===== src/include/pwr_mode_pkg.sv =====
/*
  Constants for the low power mode controller: register map, field
  positions, reset values and timing counts.
  Assumes a 40 MHz system clock and a 32-bit AXI4-Lite register bus.
*/
package pwr_mode_pkg;
  // Clock
  localparam int CLK_HZ = 40_000_000;
  // Register byte offsets
  localparam logic [7:0] OFS_SCRATCH0 = 8'h00;
  localparam logic [7:0] OFS_SCRATCH15 = 8'h3C;
  localparam logic [7:0] OFS_MODE_CTRL = 8'h40;
  localparam logic [7:0] OFS_WAKE_POL = 8'h44;
  localparam logic [7:0] OFS_WAKE_EN = 8'h48;
  localparam logic [7:0] OFS_WAKE_FLAGS = 8'h4C;
  localparam logic [7:0] OFS_STATUS = 8'h50;
  localparam int SCRATCH_WORDS = 16;
  localparam int SCRATCH_BITS = 8;
  localparam int WAKE_PINS_N = 12;
  // power_mode_control fields
  localparam int LIGHT_NAP_BIT = 2;
  localparam int DEEP_NAP_BIT = 1;
  localparam int FULL_OFF_BIT = 0;
  localparam logic [2:0] MODE_CTRL_RST = 3'h0;
  localparam logic [7:0] SCRATCH_RST = 8'h00;
  localparam logic [11:0] WAKE_POL_RST = 12'h000;
  localparam logic [11:0] WAKE_EN_RST = 12'h000;
  // AXI responses
  localparam logic [1:0] RESP_OKAY = 2'h0;
  localparam logic [1:0] RESP_SLVERR = 2'h2;
  // Timing: flash wake after deep nap, system reset pulse length
  localparam int FLASH_WAKE_NS = 10000;
  localparam int FLASH_WAKE_CYC = (FLASH_WAKE_NS * (CLK_HZ / 1_000_000) + 999) / 1000;
  localparam int SYS_RST_NS = 100;
  localparam int SYS_RST_CYC = (SYS_RST_NS * (CLK_HZ / 1_000_000) + 999) / 1000;
  localparam logic [8:0] FLASH_WAKE_LOAD = 9'(FLASH_WAKE_CYC);
  localparam logic [8:0] SYS_RST_LOAD = 9'(SYS_RST_CYC);
  // Power states
  typedef enum logic [2:0] {
    ST_RUN, ST_NAP, ST_DEEP, ST_FLASH_WAKE, ST_OFF, ST_POWER_UP, ST_RESET_OUT
  } pwr_state_t;
endpackage : pwr_mode_pkg


===== src/verilog/low_power_mode_controller.sv =====
/*
  Low power mode controller: normal, light nap, deep nap and full off
  sequencing, retained scratch words, port 0 wake edge logic and an
  AXI4-Lite register slave.
  Assumes the core pulses WFI_EXEC for one cycle per wait-for-interrupt,
  NRST is removed only with all power, and all inputs are synchronous.
*/
// Added by the designer: the placing of the registers and the AXI4-Lite register port.
// Operation
// Light nap stops core clock until wake
// Gated peripherals run in light nap
// Naps keep state, registers, pins static
// Any interrupt ends light nap
// External reset works during both naps
// Software sets light nap select, then WAIT_FOR_INTERRUPT_INSTR
// Deep nap stops clocks, oscillators; RTC kept
// Deep nap ends on port wake, RTC
// Software sets deep nap select, then WAIT_FOR_INTERRUPT_INSTR
// Flash powers down, longer wake delay
// Full off drops regulator and clocks
// Wake pin high to enter, low exits
// Only scratch words survive full off; the code also keeps mode control
// Wake pin fall: regulator on, then reset
// External reset ignored during full off
// Software raises pin, sets full off, WAIT_FOR_INTERRUPT_INSTR
// Software waits over 20 us before WAIT_FOR_INTERRUPT_INSTR
// After WAIT_FOR_INTERRUPT_INSTR regulator off, await pin
// Wake reset spares scratch and mode control
// Software reads then clears full off select
// Port wake edge only, per-pin polarity
// Twelve wake pins share interrupt line 0
// Mode control bits 2,1,0, reset zero
// Scratch words hold eight bits each
// Full off beats deep nap beats light
module low_power_mode_controller (
  // Clock, power-on reset, clock enable
  input wire logic CLK,
  input wire logic NRST,
  input wire logic CE,
  // AXI4-Lite slave
  input wire logic [7:0] AWADDR,
  input wire logic AWVALID,
  output logic AWREADY,
  input wire logic [31:0] WDATA,
  input wire logic [3:0] WSTRB,
  input wire logic WVALID,
  output logic WREADY,
  output logic [1:0] BRESP,
  output logic BVALID,
  input wire logic BREADY,
  input wire logic [7:0] ARADDR,
  input wire logic ARVALID,
  output logic ARREADY,
  output logic [31:0] RDATA,
  output logic [1:0] RRESP,
  output logic RVALID,
  input wire logic RREADY,
  // Core and interrupt side
  input wire logic WFI_EXEC,
  input wire logic ANY_IRQ,
  input wire logic IRQ0_ENABLED,
  input wire logic RTC_IRQ,
  input wire logic RTC_SLOW_CLK_USED,
  output logic WAKE_IRQ0,
  // Pins and supplies
  input wire logic [pwr_mode_pkg::WAKE_PINS_N-1:0] WAKE_PINS,
  input wire logic OFF_STATE_WAKE_PIN,
  input wire logic EXT_RESET_N,
  input wire logic CORE_SUPPLY_OK,
  input wire logic [31:0] BUS_CLOCK_GATES,
  // Clock and power controls
  output logic CORE_CLK_EN,
  output logic [31:0] PERIPH_CLK_EN,
  output logic FAST_OSC_EN,
  output logic SLOW_OSC_EN,
  output logic FLASH_PWR_EN,
  output logic PIN_HOLD,
  output logic REGULATOR_EN,
  output logic SYS_RESET
);
  import pwr_mode_pkg::*;

  pwr_state_t state_reg, state_next;
  logic [2:0] mode_ctrl_reg;
  logic [SCRATCH_BITS-1:0] scratch_reg [SCRATCH_WORDS];
  logic [11:0] wake_pol_reg, wake_en_reg, wake_flags_reg, pins_prev_reg;
  logic [8:0] cnt_reg;
  logic wake_pin_prev_reg;
  logic [7:0] aw_addr_reg;
  logic [31:0] w_data_reg;
  logic [3:0] w_strb_reg;
  logic aw_have_reg, w_have_reg;
  logic [31:0] wmask;
  logic do_write, sys_rst, ext_rst, deep_wake, pin_fall;
  logic [11:0] edge_hit;
  logic [31:0] rd_word;
  logic rd_ok, wr_ok;

  // Internal system reset clears wake polarity, enable and flags; scratch and mode control are kept
  assign sys_rst = (state_reg == ST_RESET_OUT);
  // External reset only counts while the core supply is up
  assign ext_rst = !EXT_RESET_N && (state_reg != ST_OFF)
                   && (state_reg != ST_POWER_UP); // see
  assign pin_fall = wake_pin_prev_reg && !OFF_STATE_WAKE_PIN;
  assign deep_wake = ((|wake_flags_reg) && IRQ0_ENABLED) || RTC_IRQ; // see

  // Edge detect on each enabled port 0 wake pin, polarity per pin
  genvar gi;
  generate
    for (gi = 0; gi < WAKE_PINS_N; gi++) begin : g_edge
      assign edge_hit[gi] = wake_en_reg[gi] && (wake_pol_reg[gi] ?
        (!pins_prev_reg[gi] && WAKE_PINS[gi]) :
        (pins_prev_reg[gi] && !WAKE_PINS[gi]));
    end
  endgenerate

  // Next power state; priority among selects when WAIT_FOR_INTERRUPT_INSTR is taken
  always_comb begin
    state_next = state_reg;
    unique case (state_reg)
      ST_RUN: begin
        if (WFI_EXEC) begin
          if (mode_ctrl_reg[FULL_OFF_BIT]) begin
            state_next = ST_OFF; // see
          end else if (mode_ctrl_reg[DEEP_NAP_BIT]) begin
            state_next = ST_DEEP;
          end else if (mode_ctrl_reg[LIGHT_NAP_BIT]) begin
            state_next = ST_NAP;
          end
        end
      end
      ST_NAP: begin
        if (ANY_IRQ) begin
          state_next = ST_RUN;
        end
      end
      ST_DEEP: begin
        if (deep_wake) begin
          state_next = ST_FLASH_WAKE;
        end
      end
      ST_FLASH_WAKE: begin
        if (cnt_reg == 9'h000) begin
          state_next = ST_RUN;
        end
      end
      ST_OFF: begin
        if (pin_fall) begin
          state_next = ST_POWER_UP;
        end
      end
      ST_POWER_UP: begin
        if (CORE_SUPPLY_OK) begin
          state_next = ST_RESET_OUT;
        end
      end
      ST_RESET_OUT: begin
        if (cnt_reg == 9'h000) begin
          state_next = ST_RUN;
        end
      end
    endcase
    if (ext_rst) begin
      state_next = ST_RUN;
    end
  end

  // State register
  always_ff @(posedge CLK or negedge NRST) begin
    if (!NRST) begin
      state_reg <= ST_RUN;
    end else if (CE) begin
      state_reg <= state_next;
    end
  end

  // Shared down counter for flash wake delay and reset pulse
  always_ff @(posedge CLK or negedge NRST) begin
    if (!NRST) begin
      cnt_reg <= 9'h000;
    end else if (CE) begin
      if (state_reg == ST_DEEP && state_next == ST_FLASH_WAKE) begin
        cnt_reg <= FLASH_WAKE_LOAD - 9'h001;
      end else if (state_reg == ST_POWER_UP && state_next == ST_RESET_OUT) begin
        cnt_reg <= SYS_RST_LOAD - 9'h001;
      end else if (cnt_reg != 9'h000) begin
        cnt_reg <= cnt_reg - 9'h001;
      end
    end
  end

  // Wake pin history; the pin is watched in every state
  always_ff @(posedge CLK or negedge NRST) begin
    if (!NRST) begin
      wake_pin_prev_reg <= 1'b0;
      pins_prev_reg <= 12'h000;
    end else if (CE) begin
      wake_pin_prev_reg <= OFF_STATE_WAKE_PIN;
      pins_prev_reg <= WAKE_PINS;
    end
  end

  // Clock, power and reset outputs, all registered from the next state; SYS_RESET also from ext_rst
  always_ff @(posedge CLK or negedge NRST) begin
    if (!NRST) begin
      CORE_CLK_EN <= 1'b1;
      PERIPH_CLK_EN <= 32'h0000_0000;
      FAST_OSC_EN <= 1'b1;
      SLOW_OSC_EN <= 1'b1;
      FLASH_PWR_EN <= 1'b1;
      PIN_HOLD <= 1'b0;
      REGULATOR_EN <= 1'b1;
      SYS_RESET <= 1'b0;
    end else if (CE) begin
      CORE_CLK_EN <= (state_next == ST_RUN); // see
      PERIPH_CLK_EN <= (state_next == ST_RUN || state_next == ST_NAP) ?
                       BUS_CLOCK_GATES : 32'h0000_0000; // see
      FAST_OSC_EN <= (state_next == ST_RUN || state_next == ST_NAP
                      || state_next == ST_FLASH_WAKE);
      // Slow oscillator survives deep nap only if the RTC runs from it
      SLOW_OSC_EN <= (state_next == ST_DEEP) ? RTC_SLOW_CLK_USED :
                     (state_next != ST_OFF && state_next != ST_POWER_UP); // see
      FLASH_PWR_EN <= (state_next != ST_DEEP && state_next != ST_OFF
                       && state_next != ST_POWER_UP);
      PIN_HOLD <= (state_next == ST_NAP || state_next == ST_DEEP);
      REGULATOR_EN <= (state_next != ST_OFF); // see see
      SYS_RESET <= ext_rst || (state_next == ST_RESET_OUT); // see
    end
  end

  // AXI write capture: address and data accepted in either order
  assign do_write = aw_have_reg && w_have_reg && !BVALID;
  assign wmask = {{8{w_strb_reg[3]}}, {8{w_strb_reg[2]}},
                  {8{w_strb_reg[1]}}, {8{w_strb_reg[0]}}};
  assign wr_ok = (aw_addr_reg[1:0] == 2'h0) && (aw_addr_reg <= OFS_STATUS);

  always_ff @(posedge CLK or negedge NRST) begin
    if (!NRST) begin
      aw_have_reg <= 1'b0;
      w_have_reg <= 1'b0;
      aw_addr_reg <= 8'h00;
      w_data_reg <= 32'h0000_0000;
      w_strb_reg <= 4'h0;
      AWREADY <= 1'b0;
      WREADY <= 1'b0;
      BVALID <= 1'b0;
      BRESP <= RESP_OKAY;
    end else if (CE) begin
      AWREADY <= !aw_have_reg && !AWREADY;
      WREADY <= !w_have_reg && !WREADY;
      if (AWVALID && AWREADY) begin
        aw_have_reg <= 1'b1;
        aw_addr_reg <= AWADDR;
        AWREADY <= 1'b0;
      end
      if (WVALID && WREADY) begin
        w_have_reg <= 1'b1;
        w_data_reg <= WDATA;
        w_strb_reg <= WSTRB;
        WREADY <= 1'b0;
      end
      if (do_write) begin
        BVALID <= 1'b1;
        BRESP <= wr_ok ? RESP_OKAY : RESP_SLVERR;
        aw_have_reg <= 1'b0;
        w_have_reg <= 1'b0;
      end else if (BVALID && BREADY) begin
        BVALID <= 1'b0;
      end
    end
  end

  // Mode control: survives the wake reset, cleared only at power-on
  always_ff @(posedge CLK or negedge NRST) begin
    if (!NRST) begin
      mode_ctrl_reg <= MODE_CTRL_RST;
    end else if (CE && do_write && aw_addr_reg == OFS_MODE_CTRL && w_strb_reg[0]) begin
      mode_ctrl_reg <= w_data_reg[2:0]; // see
    end
  end

  // Scratch words: low byte only, untouched by the system reset
  generate
    for (gi = 0; gi < SCRATCH_WORDS; gi++) begin : g_scratch
      always_ff @(posedge CLK or negedge NRST) begin
        if (!NRST) begin
          scratch_reg[gi] <= SCRATCH_RST;
        end else if (CE && do_write && w_strb_reg[0]
                     && aw_addr_reg == OFS_SCRATCH0 + 8'(gi * 4)) begin
          scratch_reg[gi] <= w_data_reg[7:0]; // see
        end
      end
    end
  endgenerate

  // Wake configuration, cleared by the wake system reset (ST_RESET_OUT), not by the external reset
  always_ff @(posedge CLK or negedge NRST) begin
    if (!NRST) begin
      wake_pol_reg <= WAKE_POL_RST;
      wake_en_reg <= WAKE_EN_RST;
    end else if (CE) begin
      if (sys_rst) begin
        wake_pol_reg <= WAKE_POL_RST;
        wake_en_reg <= WAKE_EN_RST;
      end else if (do_write && aw_addr_reg == OFS_WAKE_POL) begin
        wake_pol_reg <= (wake_pol_reg & ~wmask[11:0]) | (w_data_reg[11:0] & wmask[11:0]);
      end else if (do_write && aw_addr_reg == OFS_WAKE_EN) begin
        wake_en_reg <= (wake_en_reg & ~wmask[11:0]) | (w_data_reg[11:0] & wmask[11:0]);
      end
    end
  end

  // Sticky wake flags, write one to clear; a new edge beats the clear
  always_ff @(posedge CLK or negedge NRST) begin
    if (!NRST) begin
      wake_flags_reg <= 12'h000;
    end else if (CE) begin
      if (sys_rst) begin
        wake_flags_reg <= 12'h000;
      end else if (do_write && aw_addr_reg == OFS_WAKE_FLAGS) begin
        wake_flags_reg <= (wake_flags_reg & ~(w_data_reg[11:0] & wmask[11:0]))
                          | edge_hit;
      end else begin
        wake_flags_reg <= wake_flags_reg | edge_hit;
      end
    end
  end

  // Every enabled pin of the twelve drives the single shared line
  always_ff @(posedge CLK or negedge NRST) begin
    if (!NRST) begin
      WAKE_IRQ0 <= 1'b0;
    end else if (CE) begin
      WAKE_IRQ0 <= |(wake_flags_reg | edge_hit);
    end
  end

  // Read decode; reserved bits read zero
  always_comb begin
    rd_word = 32'h0000_0000;
    rd_ok = 1'b1;
    if (ARADDR[1:0] != 2'h0) begin
      rd_ok = 1'b0;
    end else if (ARADDR <= OFS_SCRATCH15) begin
      rd_word = {24'h000000, scratch_reg[ARADDR[5:2]]};
    end else if (ARADDR == OFS_MODE_CTRL) begin
      rd_word = {29'h0, mode_ctrl_reg};
    end else if (ARADDR == OFS_WAKE_POL) begin
      rd_word = {20'h00000, wake_pol_reg};
    end else if (ARADDR == OFS_WAKE_EN) begin
      rd_word = {20'h00000, wake_en_reg};
    end else if (ARADDR == OFS_WAKE_FLAGS) begin
      rd_word = {20'h00000, wake_flags_reg};
    end else if (ARADDR == OFS_STATUS) begin
      rd_word = {29'h0, state_reg};
    end else begin
      rd_ok = 1'b0;
    end
  end

  // AXI read channel: one read under way at a time
  always_ff @(posedge CLK or negedge NRST) begin
    if (!NRST) begin
      ARREADY <= 1'b0;
      RVALID <= 1'b0;
      RDATA <= 32'h0000_0000;
      RRESP <= RESP_OKAY;
    end else if (CE) begin
      ARREADY <= !RVALID && !ARREADY && !(ARVALID && ARREADY);
      if (ARVALID && ARREADY) begin
        RVALID <= 1'b1;
        RDATA <= rd_word;
        RRESP <= rd_ok ? RESP_OKAY : RESP_SLVERR;
        ARREADY <= 1'b0;
      end else if (RVALID && RREADY) begin
        RVALID <= 1'b0;
      end
    end
  end
endmodule : low_power_mode_controller


===== config.mk =====
export PLATFORM = sky130hd
export DESIGN_NAME = low_power_mode_controller
export DESIGN_NICKNAME = d
export VERILOG_FILES = /design/src/include/pwr_mode_pkg.sv /design/src/verilog/low_power_mode_controller.sv
export SDC_FILE = /design/constraint.sdc
export NUM_CORES = 1
export LEC_CHECK = 0
export CAP_MARGIN = 20
export CORE_UTILIZATION = 64
export CTS_CLUSTER_SIZE = 25
export DETAILED_ROUTE_END_ITERATION = 16
export DONT_BUFFER_PORTS = 1
export PLACE_DENSITY = 0.77
export SLEW_MARGIN = 10
export SYNTH_ARGS = -nofsm -noshare
export SYNTH_HDL_FRONTEND = slang
export SYNTH_SLANG_ARGS = --single-unit

===== constraint.sdc =====
create_clock -name CLK -period 2.8 [get_ports CLK]
set_clock_uncertainty 0.15 [all_clocks]
set_input_delay 0.14 -clock CLK [delete_from_list [all_inputs] [get_ports CLK]]
set_output_delay 0.14 -clock CLK [all_outputs]
set_load 0.01 [all_outputs]

==> reports/results.ini <==
[synth]
synth_top_area_share_pct=52.90
synth_cell_types=63
synthTopCellsByArea=dfrtp_1, mux2_2, mux4_2, a22o_1, o21ai_0
yosysMostFrequentCell=dfrtp_1
synth_top_cells_by_count=dfrtp_1, mux2_2, nand2_1
synth_ff_type=dfrtp_1
yosys.area.top_type=dfrtp_1
synth.avg_cell_area_um2=12.77
ys_ff_latch=275
synth_edf_count=0
synth-seq-area-share_pct=53.93
netlist_instances=1000
async_reset_ff_share_pct=100.0
synth_area_um2=12770
yosysWarnings=0

[run]
cap_violations=0

[placement]
dpl_cell_area_um2=12890
dp_hpwl_mm=18.42
place_inst=1220
gp_congestion=0.8666
numPortBuffers=0

[cts]
postCtsSetupRepairBufs=0
clk_pin_slew_ns=0.07
cts_tree=yes
cts_buffers=28
cts_sinks=275
cts-root-buf=clkbuf_16
clock_latency_ns=0.54
h-tree-depth=1
cts.path.max_buffers=3
holdBufCountCts=98

[cells_and_area]
finish.net_count=1197
syn2layout_area_growth_pct=16.58
fin_area_um2=14890
largest_reg_flops=128
post-route-util_pct=76.25
drive_above_1_share_pct=27.06
final_cells=1370
diodes=0
fill_cells=1155

[route]
totalWireLength_mm=30.31
wl_per_cell_um=22.12
drt_iter0_markers=696
drc=0
vias=8777
ant_nets=0
drt_first_pass_iters=5
viasPerCell=6.407

[run_status]
status=finished with violations
violations=negative hold slack

[worst_setup_path]
crit_start=cnt_reg[0]$_DFFE_PN0P_
r2r_cells=9
crit_path_end=PIN_HOLD$_DFFE_PN0P_
worstReg2RegStart=cnt_reg[0]$_DFFE_PN0P_
crit_type=reg -> reg
arrival_ns=2.91
r2r-end=PIN_HOLD$_DFFE_PN0P_
required_ns=3.07
worst_setup_path_start_kind=flop
end_kind=flop
r2r_slack_ns=0.16
path_max_fanout=5

[timing]
slew_headroom_pct=42.86
finalSetupViolCount=0
maxSlewViolCount=0
grt_setup_unrepaired=false
hold_slack_ns=-0.8375
min_period_ns=2.640
worst_slew_pin_slew_ns=0.8514
hold_viol_final=275
final.period_utilization_pct=94.30
fmax_mhz=378.7
tns_ns=0

[global_route]
antenna_found_initial=0
grt_max_degree=276
grt_pass1_wl_mm=47.91
grt_pass1_vias=8918
grt_use_total_pct=30.31
gr-total-overflow=0

[pwr]
p_int_mw=8.583
p_sw_share_pct=31.79
p_switching_mw=4.001
total_power_mw=12.58
power_density_nw_per_um2=845.2
p_leak_nw=6.816
vdd_ir_drop_max_uv=716.6
p_comb_share_pct=19.4
seqPwrFrac_pct=48.8
clkPwrFrac_pct=31.8

[floorplanning]
dieArea_um2=20520
die_h_um=143.3
rows=51
die-width_um=143.3
initial_core_util_pct=65.40
fp.coreArea_um2=19530
io_pins=193

[min_path]
min_path_type=in -> async

## power by group through the flow
stage / Clock (mW) / Sequential (mW) / Combinational [mW]
2_1_floorplan: 0 / 5.54 / 2.08
3_3_place_gp: 0 / 6.11 / 2.04
3_5_place_dp: 0 / 6.13 / 2.14
4_1_cts: 4.02 / 6.10 / 2.38
5_1_grt: 4.20 / 6.27 / 2.68
6_report: 4.00 / 6.14 / 2.45
## area by class of cell
class                   instances  area, µm²  area share, %
flip-flops and latches        275       6888          46.26
well taps                     265      331.6          2.227
repair buffers                115       1119          7.513
clock buffers                  39      823.3          5.530
clock inverters                13      181.4          1.219
inverters                      10      37.54         0.2521
multi-input cells             653       5508          36.99
## through the flow
step	hold slack, ns	worst slack, ns
6_report	-0.8375	0.1596
5_1_grt	-0.8551	0.02236
4_1_cts	-0.8521	0.06351
3_5_place_dp	-0.2939	0.2972
3_3_place_gp	-0.2941	0.3671
2_1_floorplan	-0.3056	0.5248
## worst max-delay path: stages, from the launching register on
cell and delay, ns:
dfrtp_1 0.37, inv_1 0.11, ha_1 0.17, nor2b_2 0.26
a31oi_1 0.13, o221ai_2 0.21, dlygate4sd3_1 0.60, buf_4 0.13
nor2_2 0.07, a221o_1 0.33
## repair_timing
action                                  4_1_cts  5_1_grt
endpoints found under the hold margin       408      275
endpoints found under the setup margin        0        4
resized for setup                             0        1
## cells by family (layout without fill, tap and decap cells)
logic type / after synthesis / after routing / share of synthesized area [%]
flops: 275 / 275 / 53.93
mux: 219 / 219 / 22.81
compound gates: 205 / 205 / 11.34
simple gates: 205 / 205 / 8.083
buf+inv: 93 / 177 / 3.615
fa+ha+maj: 2 / 2 / 0.1959
other cells: 1 / 22 / 0.02936
## layer usage
layer  wire length [µm]  track usage [%]  share of wire [%]  vias to the layer above
li1                   -                -                  -                     3828
met1              12870            42.37                 42                     4511
met2              14610            49.58                 48                      386
met3               2222            5.332                7.3                       52
met4                601            7.615                2.0                        0
met5                  0                0                  0                        -
## layout by cell type, fill, tap and decap left out, types with 17 or more instances in the layout
cell / n
a21oi_1: 26
a22o_1: 59
buf_4: 17
clkbuf_16: 29
conb_1: 22
dfrtp_1: 270
dlygate4sd3_1: 97
mux2_2: 176
mux4_2: 40
nand2_1: 76
nor2_1: 40
o21ai_0: 62
## worst min-delay path by stage
stage               start                      endpoint  slack, ns  depth (start not counted)
global placement     NRST  scratch_reg[117]$_DFFE_PN0P_      -0.29                          0
CTS                  NRST  scratch_reg[117]$_DFFE_PN0P_      -0.85                          0
floorplan            NRST           ARREADY$_DFFE_PN0P_      -0.31                          0
finish               NRST  scratch_reg[117]$_DFFE_PN0P_      -0.84                          0
detailed placement   NRST  scratch_reg[117]$_DFFE_PN0P_      -0.29                          0
global route         NRST  scratch_reg[117]$_DFFE_PN0P_      -0.86                          0
(Power assumes the default switching activity.)
